### src/design/ugc_pkg.sv
`default_nettype none
package ugc_pkg;

    // Command codes
    localparam logic [7:0] CMD_STATUS_BASE  = 8'ha0;
    localparam logic [3:0] CMD_STATUS_HI    = 4'ha;
    localparam logic [7:0] CMD_UNLOCK       = 8'hb0;
    localparam logic [7:0] CMD_SCRATCH_WR   = 8'hb2;
    localparam logic [7:0] CMD_SCRATCH_RD   = 8'hb3;
    localparam logic [15:0] UNLOCK_KEY      = 16'haa37;

    // Status byte layout
    localparam int ST_OVERRUN_BIT = 7;
    localparam int ST_PID_BIT     = 6;
    localparam int ST_ERR_LSB     = 1;
    localparam int ST_OK_BIT      = 0;
    localparam int ST_RSVD_BIT    = 5;
    // Read mask forces the reserved bit low
    localparam logic [7:0] ST_RD_MASK = 8'hdf;

    // Scratch layout
    localparam int SCR_W = 13;
    localparam logic [SCR_W-1:0] SCR_RESET = 13'h0000;

    // Transaction error codes
    localparam logic [3:0] ERR_NONE      = 4'h0;
    localparam logic [3:0] ERR_PID_ENC   = 4'h1;
    localparam logic [3:0] ERR_PID_UNK   = 4'h2;
    localparam logic [3:0] ERR_UNEXP     = 4'h3;
    localparam logic [3:0] ERR_TOK_CRC   = 4'h4;
    localparam logic [3:0] ERR_DAT_CRC   = 4'h5;
    localparam logic [3:0] ERR_TIMEOUT   = 4'h6;
    localparam logic [3:0] ERR_BABBLE    = 4'h7;
    localparam logic [3:0] ERR_EOP       = 4'h8;
    localparam logic [3:0] ERR_NAK       = 4'h9;
    localparam logic [3:0] ERR_STALL     = 4'ha;
    localparam logic [3:0] ERR_OVERFLOW  = 4'hb;
    localparam logic [3:0] ERR_ISO_EMPTY = 4'hc;
    localparam logic [3:0] ERR_STUFF     = 4'hd;
    localparam logic [3:0] ERR_SYNC      = 4'he;
    localparam logic [3:0] ERR_TOGGLE    = 4'hf;

    // Transaction report from the serial engine
    typedef struct packed {
        logic [3:0] ep;
        logic       pid_data1;
        logic [3:0] err;
        logic       ok;
    } ugc_txn_s;

    // Host bus cycle
    typedef struct packed {
        logic       cmd_wr;
        logic       data_wr;
        logic       data_rd;
        logic [7:0] wdata;
    } ugc_bus_s;

endpackage
`default_nettype wire

### src/design/ugc_general_cmds.sv
`timescale 1ns/1ps
`default_nettype none
// Functional notes
// - Commands A0h-AFh read endpoint status
// - New transaction replaces endpoint status byte
// - One byte read returns selected status
// - Bit 7 set on status_overrun_flag overwrite
// - Bit 6 gives PID of last successful data packet
// - Bits 4:1 error code, bit 5 reserved
// - Bit 0 set on successful transfer
// - Codes 0000, 0001, 0100, 0101
// - Codes 0010, 0110, 0111
// - Codes 0011 unexpected, 1000 early EOP
// - Codes 1001 NAK, 1101 stuff, 1110 sync
// - Code 1010 stall handshake sent
// - Code 1011 buffer overflow
// - Code 1100 empty ISO packet
// - Code 1111 bad toggle, data dropped
// - Writes blocked in suspend until unlock
// - Reads blocked after suspend until unlock
// - Unlock value low byte first
// - Exactly AA37h removes write protection
// - B2h writes, B3h reads scratch
// - Scratch bits 12:0 storage, reset zero
module ugc_general_cmds #(
    parameter int N_EP = 16
) (
    input  wire logic              i_ref_clk,
    input  wire logic              i_rst,
    input  wire ugc_pkg::ugc_bus_s i_bus,
    input  wire logic              i_txn_done,
    input  wire ugc_pkg::ugc_txn_s i_txn,
    input  wire logic              i_suspend,
    output logic [7:0]             o_rdata,
    output logic                   o_rdata_valid,
    output logic                   o_write_locked,
    output logic                   o_read_locked
);

    typedef enum logic [4:0] {
        ST_IDLE   = 5'b00001,
        ST_STATRD = 5'b00010,
        ST_UNLK   = 5'b00100,
        ST_SCRWR  = 5'b01000,
        ST_SCRRD  = 5'b10000
    } ugc_state_e;

    ugc_state_e         state_q;
    logic               byte_hi_q;
    logic [7:0]         key_lo_q;
    logic [3:0]         ep_sel_q;
    logic [7:0]         status_q [N_EP];
    logic               locked_q;
    logic [ugc_pkg::SCR_W-1:0] scratch_q;
    logic [7:0]         scr_lo_q;
    logic               pending_q [N_EP];

    function automatic logic is_status_cmd(input logic [7:0] c);
        is_status_cmd = (c[7:4] == ugc_pkg::CMD_STATUS_HI);
    endfunction

    wire logic stat_read = (state_q == ST_STATRD) && i_bus.data_rd;

    // Status read aimed at one endpoint
    function automatic logic ep_read(input int e);
        ep_read = stat_read && (ep_sel_q == 4'(e));
    endfunction

    // Full key compare, high byte arrives last
    function automatic logic key_match(input logic [7:0] hi, input logic [7:0] lo);
        key_match = ({hi, lo} == ugc_pkg::UNLOCK_KEY);
    endfunction

    // Command decode and byte sequencing
    always_ff @(posedge i_ref_clk or posedge i_rst) begin
        if (i_rst) begin
            state_q   <= ST_IDLE;
            byte_hi_q <= 1'b0;
            ep_sel_q  <= 4'h0;
        end else if (i_bus.cmd_wr) begin
            byte_hi_q <= 1'b0;
            ep_sel_q  <= i_bus.wdata[3:0];
            if (is_status_cmd(i_bus.wdata)) begin
                state_q <= ST_STATRD;
            end else if (i_bus.wdata == ugc_pkg::CMD_UNLOCK) begin
                state_q <= ST_UNLK;
            end else if (i_bus.wdata == ugc_pkg::CMD_SCRATCH_WR) begin
                state_q <= ST_SCRWR;
            end else if (i_bus.wdata == ugc_pkg::CMD_SCRATCH_RD) begin
                state_q <= ST_SCRRD;
            end else begin
                state_q <= ST_IDLE;
            end
        end else begin
            unique case (state_q)
                ST_IDLE: begin
                end
                ST_STATRD: begin
                    if (i_bus.data_rd) begin
                        state_q <= ST_IDLE;
                    end
                end
                ST_UNLK, ST_SCRWR: begin
                    if (i_bus.data_wr) begin
                        byte_hi_q <= ~byte_hi_q;
                        if (byte_hi_q) begin
                            state_q <= ST_IDLE;
                        end
                    end
                end
                ST_SCRRD: begin
                    if (i_bus.data_rd) begin
                        byte_hi_q <= ~byte_hi_q;
                        if (byte_hi_q) begin
                            state_q <= ST_IDLE;
                        end
                    end
                end
            endcase
        end
    end

    // Per endpoint status store; a completing transaction outranks a read
    for (genvar e = 0; e < N_EP; e++) begin : g_ep
        always_ff @(posedge i_ref_clk or posedge i_rst) begin
            if (i_rst) begin
                status_q[e]  <= 8'h00;
                pending_q[e] <= 1'b0;
            end else if (i_txn_done && i_txn.ep == 4'(e)) begin
                status_q[e][ugc_pkg::ST_OK_BIT]     <= i_txn.ok;
                status_q[e][ugc_pkg::ST_ERR_LSB+:4] <= i_txn.err;
                status_q[e][ugc_pkg::ST_RSVD_BIT]   <= 1'b0;
                // Keep last good PID type when this one failed
                if (i_txn.ok) begin
                    status_q[e][ugc_pkg::ST_PID_BIT] <= i_txn.pid_data1;
                end
                // Overrun only if the old status was never read; a read now still saw it
                status_q[e][ugc_pkg::ST_OVERRUN_BIT] <= status_q[e][ugc_pkg::ST_OVERRUN_BIT]
                                                        | (pending_q[e] & ~ep_read(e));
                pending_q[e] <= 1'b1;
            end else if (ep_read(e)) begin
                status_q[e][ugc_pkg::ST_OVERRUN_BIT] <= 1'b0;
                pending_q[e] <= 1'b0;
            end
        end
    end

    // Unlock key: low byte first, full match only
    always_ff @(posedge i_ref_clk or posedge i_rst) begin
        if (i_rst) begin
            locked_q <= 1'b0;
            key_lo_q <= 8'h00;
        end else if (i_suspend) begin
            locked_q <= 1'b1;
        end else if (state_q == ST_UNLK && i_bus.data_wr && !i_bus.cmd_wr) begin
            if (!byte_hi_q) begin
                key_lo_q <= i_bus.wdata;
            end else if (key_match(i_bus.wdata, key_lo_q)) begin
                locked_q <= 1'b0;
            end
        end
    end

    // Scratch store; writes ignored while locked
    always_ff @(posedge i_ref_clk or posedge i_rst) begin
        if (i_rst) begin
            scratch_q <= ugc_pkg::SCR_RESET;
            scr_lo_q  <= 8'h00;
        end else if (state_q == ST_SCRWR && i_bus.data_wr && !i_bus.cmd_wr && !locked_q) begin
            if (!byte_hi_q) begin
                scr_lo_q <= i_bus.wdata;
            end else begin
                scratch_q <= {i_bus.wdata[ugc_pkg::SCR_W-9:0], scr_lo_q};
            end
        end
    end

    // Read data; locked reads return zero
    always_ff @(posedge i_ref_clk or posedge i_rst) begin
        if (i_rst) begin
            o_rdata       <= 8'h00;
            o_rdata_valid <= 1'b0;
        end else begin
            o_rdata_valid <= 1'b0;
            if (i_bus.data_rd && !i_bus.cmd_wr) begin
                o_rdata_valid <= 1'b1;
                if (locked_q) begin
                    o_rdata <= 8'h00;
                end else if (state_q == ST_STATRD) begin
                    o_rdata <= status_q[ep_sel_q] & ugc_pkg::ST_RD_MASK;
                end else if (state_q == ST_SCRRD) begin
                    o_rdata <= byte_hi_q ? {3'b000, scratch_q[ugc_pkg::SCR_W-1:8]} : scratch_q[7:0];
                end else begin
                    o_rdata <= 8'h00;
                end
            end
        end
    end

    // Lock state outputs
    always_ff @(posedge i_ref_clk or posedge i_rst) begin
        if (i_rst) begin
            o_write_locked <= 1'b0;
            o_read_locked  <= 1'b0;
        end else begin
            o_write_locked <= locked_q;
            o_read_locked  <= locked_q;
        end
    end

    a_scr_rst_zero: assert property (@(posedge i_ref_clk) $fell(i_rst) |-> scratch_q == '0)
        else $error("scratch not zero after reset");
    a_suspend_locks: assert property (@(posedge i_ref_clk) disable iff (i_rst)
        i_suspend |=> locked_q)
        else $error("suspend did not lock");
    a_lock_out: assert property (@(posedge i_ref_clk) disable iff (i_rst)
        locked_q |=> o_write_locked && o_read_locked)
        else $error("lock outputs lag");
    a_bad_key_keeps: assert property (@(posedge i_ref_clk) disable iff (i_rst)
        (locked_q && !i_suspend && !(state_q == ST_UNLK && byte_hi_q && i_bus.data_wr
         && {i_bus.wdata, key_lo_q} == ugc_pkg::UNLOCK_KEY)) |=> locked_q)
        else $error("unlocked without key");
    a_good_key: assert property (@(posedge i_ref_clk) disable iff (i_rst)
        (!i_suspend && !i_bus.cmd_wr && state_q == ST_UNLK && byte_hi_q && i_bus.data_wr
         && {i_bus.wdata, key_lo_q} == ugc_pkg::UNLOCK_KEY) |=> !locked_q)
        else $error("key did not unlock");
    a_locked_read_zero: assert property (@(posedge i_ref_clk) disable iff (i_rst)
        (locked_q && i_bus.data_rd && !i_bus.cmd_wr) |=> o_rdata_valid && o_rdata == 8'h00)
        else $error("read leaked while locked");
    a_status_cmd: assert property (@(posedge i_ref_clk) disable iff (i_rst)
        (i_bus.cmd_wr && i_bus.wdata[7:4] == ugc_pkg::CMD_STATUS_HI) |=> state_q == ST_STATRD)
        else $error("status command not decoded");
    a_txn_stores: assert property (@(posedge i_ref_clk) disable iff (i_rst)
        i_txn_done |=> status_q[$past(i_txn.ep)][4:1] == $past(i_txn.err)
                       && status_q[$past(i_txn.ep)][0] == $past(i_txn.ok))
        else $error("status not replaced");
    a_overrun_set: assert property (@(posedge i_ref_clk) disable iff (i_rst)
        (i_txn_done && status_q[i_txn.ep][7]) |=> status_q[$past(i_txn.ep)][7])
        else $error("overrun flag lost");
    a_one_read: assert property (@(posedge i_ref_clk) disable iff (i_rst)
        (stat_read && !i_bus.cmd_wr) |=> state_q == ST_IDLE)
        else $error("status read not single byte");
    // First write after a read must not look like an overrun
    a_first_no_overrun: assert property (@(posedge i_ref_clk) disable iff (i_rst)
        (i_txn_done && !pending_q[i_txn.ep] && !status_q[i_txn.ep][7]) |=> !status_q[$past(i_txn.ep)][7])
        else $error("overrun flag without status_overrun_flag status");
    // A status read clears the overrun flag
    a_overrun_clear: assert property (@(posedge i_ref_clk) disable iff (i_rst)
        (stat_read && !(i_txn_done && i_txn.ep == ep_sel_q)) |=> !status_q[$past(ep_sel_q)][7])
        else $error("overrun flag not cleared by read");
    // Fresh status counts as status_overrun_flag
    a_pending_set: assert property (@(posedge i_ref_clk) disable iff (i_rst)
        i_txn_done |=> pending_q[$past(i_txn.ep)])
        else $error("new status not marked status_overrun_flag");
    // PID type follows successful packets only
    a_pid_new: assert property (@(posedge i_ref_clk) disable iff (i_rst)
        (i_txn_done && i_txn.ok) |=> status_q[$past(i_txn.ep)][6] == $past(i_txn.pid_data1))
        else $error("pid type not taken");
    a_pid_kept: assert property (@(posedge i_ref_clk) disable iff (i_rst)
        (i_txn_done && !i_txn.ok) |=> status_q[$past(i_txn.ep)][6] == $past(status_q[i_txn.ep][6]))
        else $error("pid type changed by failed packet");
    // Status byte reaches the bus with reserved bit low
    a_rdata_status: assert property (@(posedge i_ref_clk) disable iff (i_rst)
        (stat_read && !i_bus.cmd_wr && !locked_q)
        |=> o_rdata == ($past(status_q[ep_sel_q]) & ugc_pkg::ST_RD_MASK))
        else $error("status byte wrong");
    a_bit5_zero: assert property (@(posedge i_ref_clk) disable iff (i_rst)
        (stat_read && !i_bus.cmd_wr) |=> o_rdata[5] == 1'b0)
        else $error("reserved status bit set");
    // Every read without a command write in the same cycle answers once, one cycle later
    a_rd_valid: assert property (@(posedge i_ref_clk) disable iff (i_rst)
        (i_bus.data_rd && !i_bus.cmd_wr) |=> o_rdata_valid)
        else $error("read not answered");
    a_no_stray_valid: assert property (@(posedge i_ref_clk) disable iff (i_rst)
        (!i_bus.data_rd || i_bus.cmd_wr) |=> !o_rdata_valid)
        else $error("valid without read");
    // Locked scratch never moves
    a_scr_locked: assert property (@(posedge i_ref_clk) disable iff (i_rst)
        locked_q |=> $stable(scratch_q))
        else $error("scratch written while locked");
    // High scratch byte reads reserved bits as zero
    a_scr_hi_top: assert property (@(posedge i_ref_clk) disable iff (i_rst)
        (state_q == ST_SCRRD && byte_hi_q && i_bus.data_rd && !i_bus.cmd_wr) |=> o_rdata[7:5] == 3'b000)
        else $error("scratch reserved bits set");
    // Only the full key frees the lock
    a_unlock_cause: assert property (@(posedge i_ref_clk) disable iff (i_rst)
        $fell(locked_q) |-> $past(state_q == ST_UNLK && byte_hi_q && i_bus.data_wr && !i_bus.cmd_wr
                                  && key_match(i_bus.wdata, key_lo_q)))
        else $error("lock freed without key");
    a_wlock_level: assert property (@(posedge i_ref_clk) disable iff (i_rst)
        !locked_q |=> !o_write_locked)
        else $error("write lock output stuck");

    c_unlock: cover property (@(posedge i_ref_clk) $fell(locked_q));
    c_overrun: cover property (@(posedge i_ref_clk) i_txn_done && status_q[i_txn.ep][7]);
    c_scr_write: cover property (@(posedge i_ref_clk) $changed(scratch_q));
    c_stat_read: cover property (@(posedge i_ref_clk) stat_read);
    c_bad_key: cover property (@(posedge i_ref_clk)
        state_q == ST_UNLK && byte_hi_q && i_bus.data_wr && !key_match(i_bus.wdata, key_lo_q));

endmodule
`default_nettype wire

### config.mk
export PLATFORM = sky130hd
export DESIGN_NAME = ugc_general_cmds
export DESIGN_NICKNAME = d
export VERILOG_FILES = /design/src/design/ugc_pkg.sv /design/src/design/ugc_general_cmds.sv
export SDC_FILE = /design/constraint.sdc
export NUM_CORES = 1
export LEC_CHECK = 0
export ABC_AREA = 1
export BUFFER_PORTS_ARGS = -buffer_cell sky130_fd_sc_hd__buf_2
export CAP_MARGIN = 5
export CORE_ASPECT_RATIO = 0.8
export CORE_MARGIN = 2
export CORE_UTILIZATION = 45
export DETAILED_ROUTE_END_ITERATION = 16
export GPL_ROUTABILITY_DRIVEN = 1
export RECOVER_POWER = 100
export REMOVE_ABC_BUFFERS = 1
export SYNTH_ARGS = -nofsm -noshare
export SYNTH_HDL_FRONTEND = slang
export SYNTH_SLANG_ARGS = --single-unit
### constraint.sdc
create_clock -name i_ref_clk -period 5.75 [get_ports i_ref_clk]
set_input_delay 0 -clock i_ref_clk [delete_from_list [all_inputs] [get_ports i_ref_clk]]
set_output_delay 0 -clock i_ref_clk [all_outputs]
set_load 0.02 [all_outputs]
---- Word-level counts from Yosys, hierarchy flattened ----
Cells that the tools add are included.
operators by class
  order comparisons ....................... 1
  equal/unequal tests ..................... 42
  mux-type cells .......................... 74
  bitwise operators ....................... 51
  reduce and logical (&&, ||, !) cells .... 87
operators with widths
  cell                                           count
  == test 4 bit, second input constant           17
  two-way mux 1 bit                              56
  two-way mux 8 bit                              6
  two-way mux 5 bit                              9
  logical AND 1 bit                              39
  nonzero test 2 bit                             19
  AND reduction 2 bit                            18
  binary-select mux 8 bit (select 4 bit)         1
  == test 4 x 3 -> 1 bit, second input constant  8
  == test 8 bit, second input constant           3
  inverter 1 bit                                 18
  bitwise AND 1 bit                              16
  == test 16 bit, second input constant          1
  == test 4 x 2 -> 1 bit, second input constant  4
  bitwise OR 1 bit                               16
  one-hot mux 5 bit (3 select lines)             1
  inequality test 3 bit, second input constant   3
  AND reduction 3 bit                            3
  == test 4 x 1 -> 1 bit, second input constant  2
  zero test 4 bit                                2
  == test 5 x 2 -> 1 bit, second input constant  1
  == test 5 x 3 -> 1 bit, second input constant  1
  == test 5 x 4 -> 1 bit, second input constant  1
  == test 5 bit, second input constant           1
  other kinds (8)                                9
word-level totals
  register bits after elaboration ......... 178
  input port bits ......................... 25

---- Logic depth before layout (Yosys ltp) ----
  depth after elaboration ................. 7
  depth in mapped cells ................... 11
  mapped depth without buffers ............ 10

---- Worst setup path after synthesis ----
Ideal clock, no wire load.
  path kind ............................... reg2reg
  start point ............................. register state_q[2]
  end point ............................... register pending_q[7] in the netlist's numbering
  arrival ................................. 1309 ps
  data required time ...................... 5623 ps
  setup slack ............................. 4314 ps
  cell stages (with the launch flop) ...... 8
  period minus slack after synthesis ...... 1436 ps
  cell sequence ........................... dfrtp_1 -> nor2_1 -> inv_1 -> nor2_4 -> nand2_4 -> nor2_4 -> a21boi_1 -> or2_2
between the ends
  longest elaborated chain between the ends .. 4
ends and longest elaborated chain
  what                             RTL line                 source
  from (decl)                      ugc_general_cmds.sv:48   ugc_state_e state_q;
  from (signal assigned)           ugc_general_cmds.sv:77   state_q <= ST_IDLE;
  from (signal assigned)           ugc_general_cmds.sv:84   state_q <= ST_STATRD;
  from (signal assigned)           ugc_general_cmds.sv:86   state_q <= ST_UNLK;
  == test 5 x 2 -> 1 bit           ugc_general_cmds.sv:62   wire logic stat_read = (state_q == ST_STATRD) && i_bus.data_rd;
  logical AND 1 bit                ugc_general_cmds.sv:62
  logical AND 1 bit                ugc_general_cmds.sv:66   ep_read = stat_read && (ep_sel_q == 4'(e));
  nonzero test 2 bit (no line)     n/a
  to (signal, indexed assignment)  ugc_general_cmds.sv:128  pending_q[e] <= 1'b0;
  to (signal, indexed assignment)  ugc_general_cmds.sv:140  pending_q[e] <= 1'b1;
  to (signal, indexed assignment)  ugc_general_cmds.sv:143  pending_q[e] <= 1'b0;
  to (decl)                        ugc_general_cmds.sv:56   logic pending_q [N_EP];
No other way between the ends.
A chain may end at the register's enable or synchronous reset.

---- Worst setup path in the final report ----
  start point ............................. register ep_sel_q[1]
  end point ............................... register pending_q[13] in the netlist's numbering
between the ends
  longest elaborated chain between the ends .. 3
ends and longest elaborated chain
  what                          RTL line                source
  from (decl)                   ugc_general_cmds.sv:51  logic [3:0] ep_sel_q;
  from (signal assigned)        ugc_general_cmds.sv:82  ep_sel_q <= i_bus.wdata[3:0];
  == test 4 x 2 -> 1 bit        ugc_general_cmds.sv:66
  logical AND 1 bit             ugc_general_cmds.sv:66
  nonzero test 2 bit (no line)  n/a
No other way between the ends.

==> metrics <==
Slew HR -105.4%; Final nets 1099; arrival time worst endpoint 3830 ps; detail-routed via count per cell 5.151; Clock Root Buffer clkbuf_16; Setup Fix Bufs, Post-CTS 0; Yosys warning count 0; initial antenna violation count 0; Buffers & Inverters on Critical Path 2; DR vias 6784; startpoint types flip-flop; Die Y 124.9 um; # H-tree levels 4; Hold Violations, Final 0; Max clock buf depth 2; Critical Path RT 6070 ps; GP Congestion 0.8653; dpl cells 1268; DRC viols 0; number of I/O pins 36; top post-synthesis cells by count 407 x nand2_1, 177 x dfrtp_1, 145 x o21ai_0, 80 x inv_1, 57 x nor2_1; Worst path max stage delay 1300 ps; global-route wire length before repair 36070 um; Yosys reg bits 178; sw frac 28.24%; clock slew at reported path FFs 70 ps; syn_area_per_cell 7.918 um^2; CTS Buf Count 17; Final Setup Violations 0; die area 19390 um^2; number of global-route vias before repair 6343; sequential power share 47.8%; clk sinks 178; Routed Antenna Nets 0; status finished with violations; Leak 4.474 nW; failing checks capacitance limit, slew limit; WS Path Type reg -> reg; Yosys cell types 31; fin util 51.47%; Crit. End Element flip-flop; clock latency on the worst-skew pair 440 ps; Clock Skews 8.575 ps; final worst-path cycle share 61.06%; top-count cell post-synth nand2_1; DR iter-0 viols 635; Core ar. 18000 um^2; Critical Path, Cell by Cell inv_1 -> nor2_1 -> inv_1 -> nor2_1 -> a21boi_0 -> or2_1; share of layout cells above drive strength 1 6.164%; critical path peak fanout 20; Peak supply drop 0.0001897 V; gr ovfl total 0; Power Dens Cells 353.4 nW/um^2; Pins Over Slew Limit 129; setup TNS 0 ps; ys async rst share 100.0%; Power Internal 2.349 mW; post-synth top area share 53.84%; Antenna Cells 0; I/O Buffers 35; Comb power frac 13.7%; dominant cells by area after synthesis dfrtp_1 54%, nand2_1 19%, o21ai_0 8.8%; Top delay family on crit path simple AND/OR/NAND/NOR gates; WL final 22070 um; GRT Util Overall 24.26%; detailed-route wire length per cell 16.76 um; area grow syn2layout 12.62%; RSZ-0062 raised after global routing false; HPWL after DPL 15090 um; slowest stage cell, crit path nor2_1; area of the mapped netlist 8227 um^2; HP Class in -> reg; post-synth top area cell dfrtp_1; Peak Freq 284.8 MHz; Die X 155.2 um; Min Hold Slack 4.676 ps; EDFF count, synth 0; register area share after synthesis 54.16%; Initial Util 45.70%; Finished Layout Cells 1317; Mapped Cells 1039; largest net degree at the start of global routing 79; Top FF cell, synth dfrtp_1; crit path time final 3511 ps; Std-Cell Rows 44; Worst Tran Pin Value 3064 ps; switching pwr 924.7 uW; CTS tree built; max_cap viols 3; Pre-antenna DRT Iters 5; clock share of power 38.5%
-- power groups by stage --
stage,Clock [mW],Combinational (mW),Sequential [mW]
2_1_floorplan,0,0.314,1.55
3_3_place_gp,0,0.436,1.58
3_5_place_dp,0,0.445,1.58
4_1_cts,1.28,0.457,1.56
5_1_grt,1.33,0.526,1.59
6_report,1.26,0.450,1.56
-- cells by family (layout without fill, tap and decap cells) --
group / count (synthesis) / count (layout) / share of synthesized area (%)
flip-flops: 178 / 178 / 54.16
AO/OA/AOI/OAI: 192 / 192 / 12.23
AND/OR/NAND/NOR: 537 / 537 / 26.74
buffers and inverters: 128 / 176 / 6.327
multiplexers: 4 / 4 / 0.5475
-- through the flow --
| stage | instance area, um^2 | setup slack [ps] | power [mW] |
|---|---|---|---|
| 4_1_cts | 9348 | 3130 | 3.298 |
| 6_report | 9265 | 2239 | 3.274 |
| 3_5_place_dp | 8542 | 3177 | 2.027 |
| 3_3_place_gp | 8542 | 3288 | 2.018 |
| 5_1_grt | 9265 | 1939 | 3.441 |
| 2_1_floorplan | 8029 | 921.4 | 1.866 |
-- worst reg2reg max path: cells and delay by family, from the launching register on --
kind / cells / cell delay, ps
AND/OR/NAND/NOR: 3 / 2000
flip-flops: 1 / 660
buffers and inverters: 2 / 530
AO/OA/AOI/OAI: 1 / 220
-- flip-flops by register name, indices dropped and copies added, names as in the netlist, 4 cells and up --
name and cells:
scr_lo_q 8, status_q 112, key_lo_q 8, ep_sel_q 4, pending_q 16, state_q 5, scratch_q 13, o_rdata 8
-- metal layers --
layer / up-vias / global-route usage, % / wire (um)
met1: 3237 / 39.31 / 11590
met3: 18 / 4.402 / 1131
met2: 170 / 33.05 / 9037
li1: 3359 / - / -
met4: 0 / 6.800 / 310
met5: - / 0 / 0
-- timing repair --
item | 4_1_cts | 5_1_grt
hold buffers | 17 | 0
endpoints found under the hold margin | 123 | 0
resized for setup | 0 | 0
-- area by class of cell --
| type | count | area, um^2 |
|---|---|---|
| well taps | 230 | 287.8 |
| multi-input cells | 733 | 3193 |
| inverters | 86 | 324.1 |
| repair buffers | 58 | 369.1 |
| flip-flops and latches | 178 | 4456 |
| fillers | 1772 | 8737 |
| clock buffers | 20 | 466.7 |
| clock inverters | 12 | 168.9 |
-- layout by cell type (no fill, tap or decap), drive strengths merged --
cell type    Yosys  routed
clkbuf          21      35
bufinv           0       3
nor3             7       7
dlygate4sd3      0      17
a21oi           22      22
o21ai          152     152
or2             16      16
buf             21      26
a21o             1       1
nand3           28      28
mux2             4       4
nand4           13      13
clkinvlp         0       3
dfrtp          177     177
a21boi          16      16
o21a             1       1
dfstp            1       1
clkinv           5       7
nor2            63      63
inv             81      85
nand2          410     410
-- worst paths after layout --
kind                                         start                         to  slack (ps)  cells after the start
min                                       i_bus[9]      byte_hi_q$_DFFE_PP0P_           5                      5
min reg2reg                   locked_q$_DFFE_PP0P_    o_read_locked$_DFF_PP0_         460                      0
max                        ep_sel_q[1]$_DFFE_PP0P_  pending_q[13]$_DFFE_PP0P_        2240                      6
min in group asynchronous                    i_rst      byte_hi_q$_DFFE_PP0P_         980                      3
max in group asynchronous                    i_rst   status_q[22]$_DFFE_PP0P_        2730                      4
max reg2reg                ep_sel_q[1]$_DFFE_PP0P_  pending_q[13]$_DFFE_PP0P_        2240                      6
Note: power is estimated with default switching activity, not from simulation.
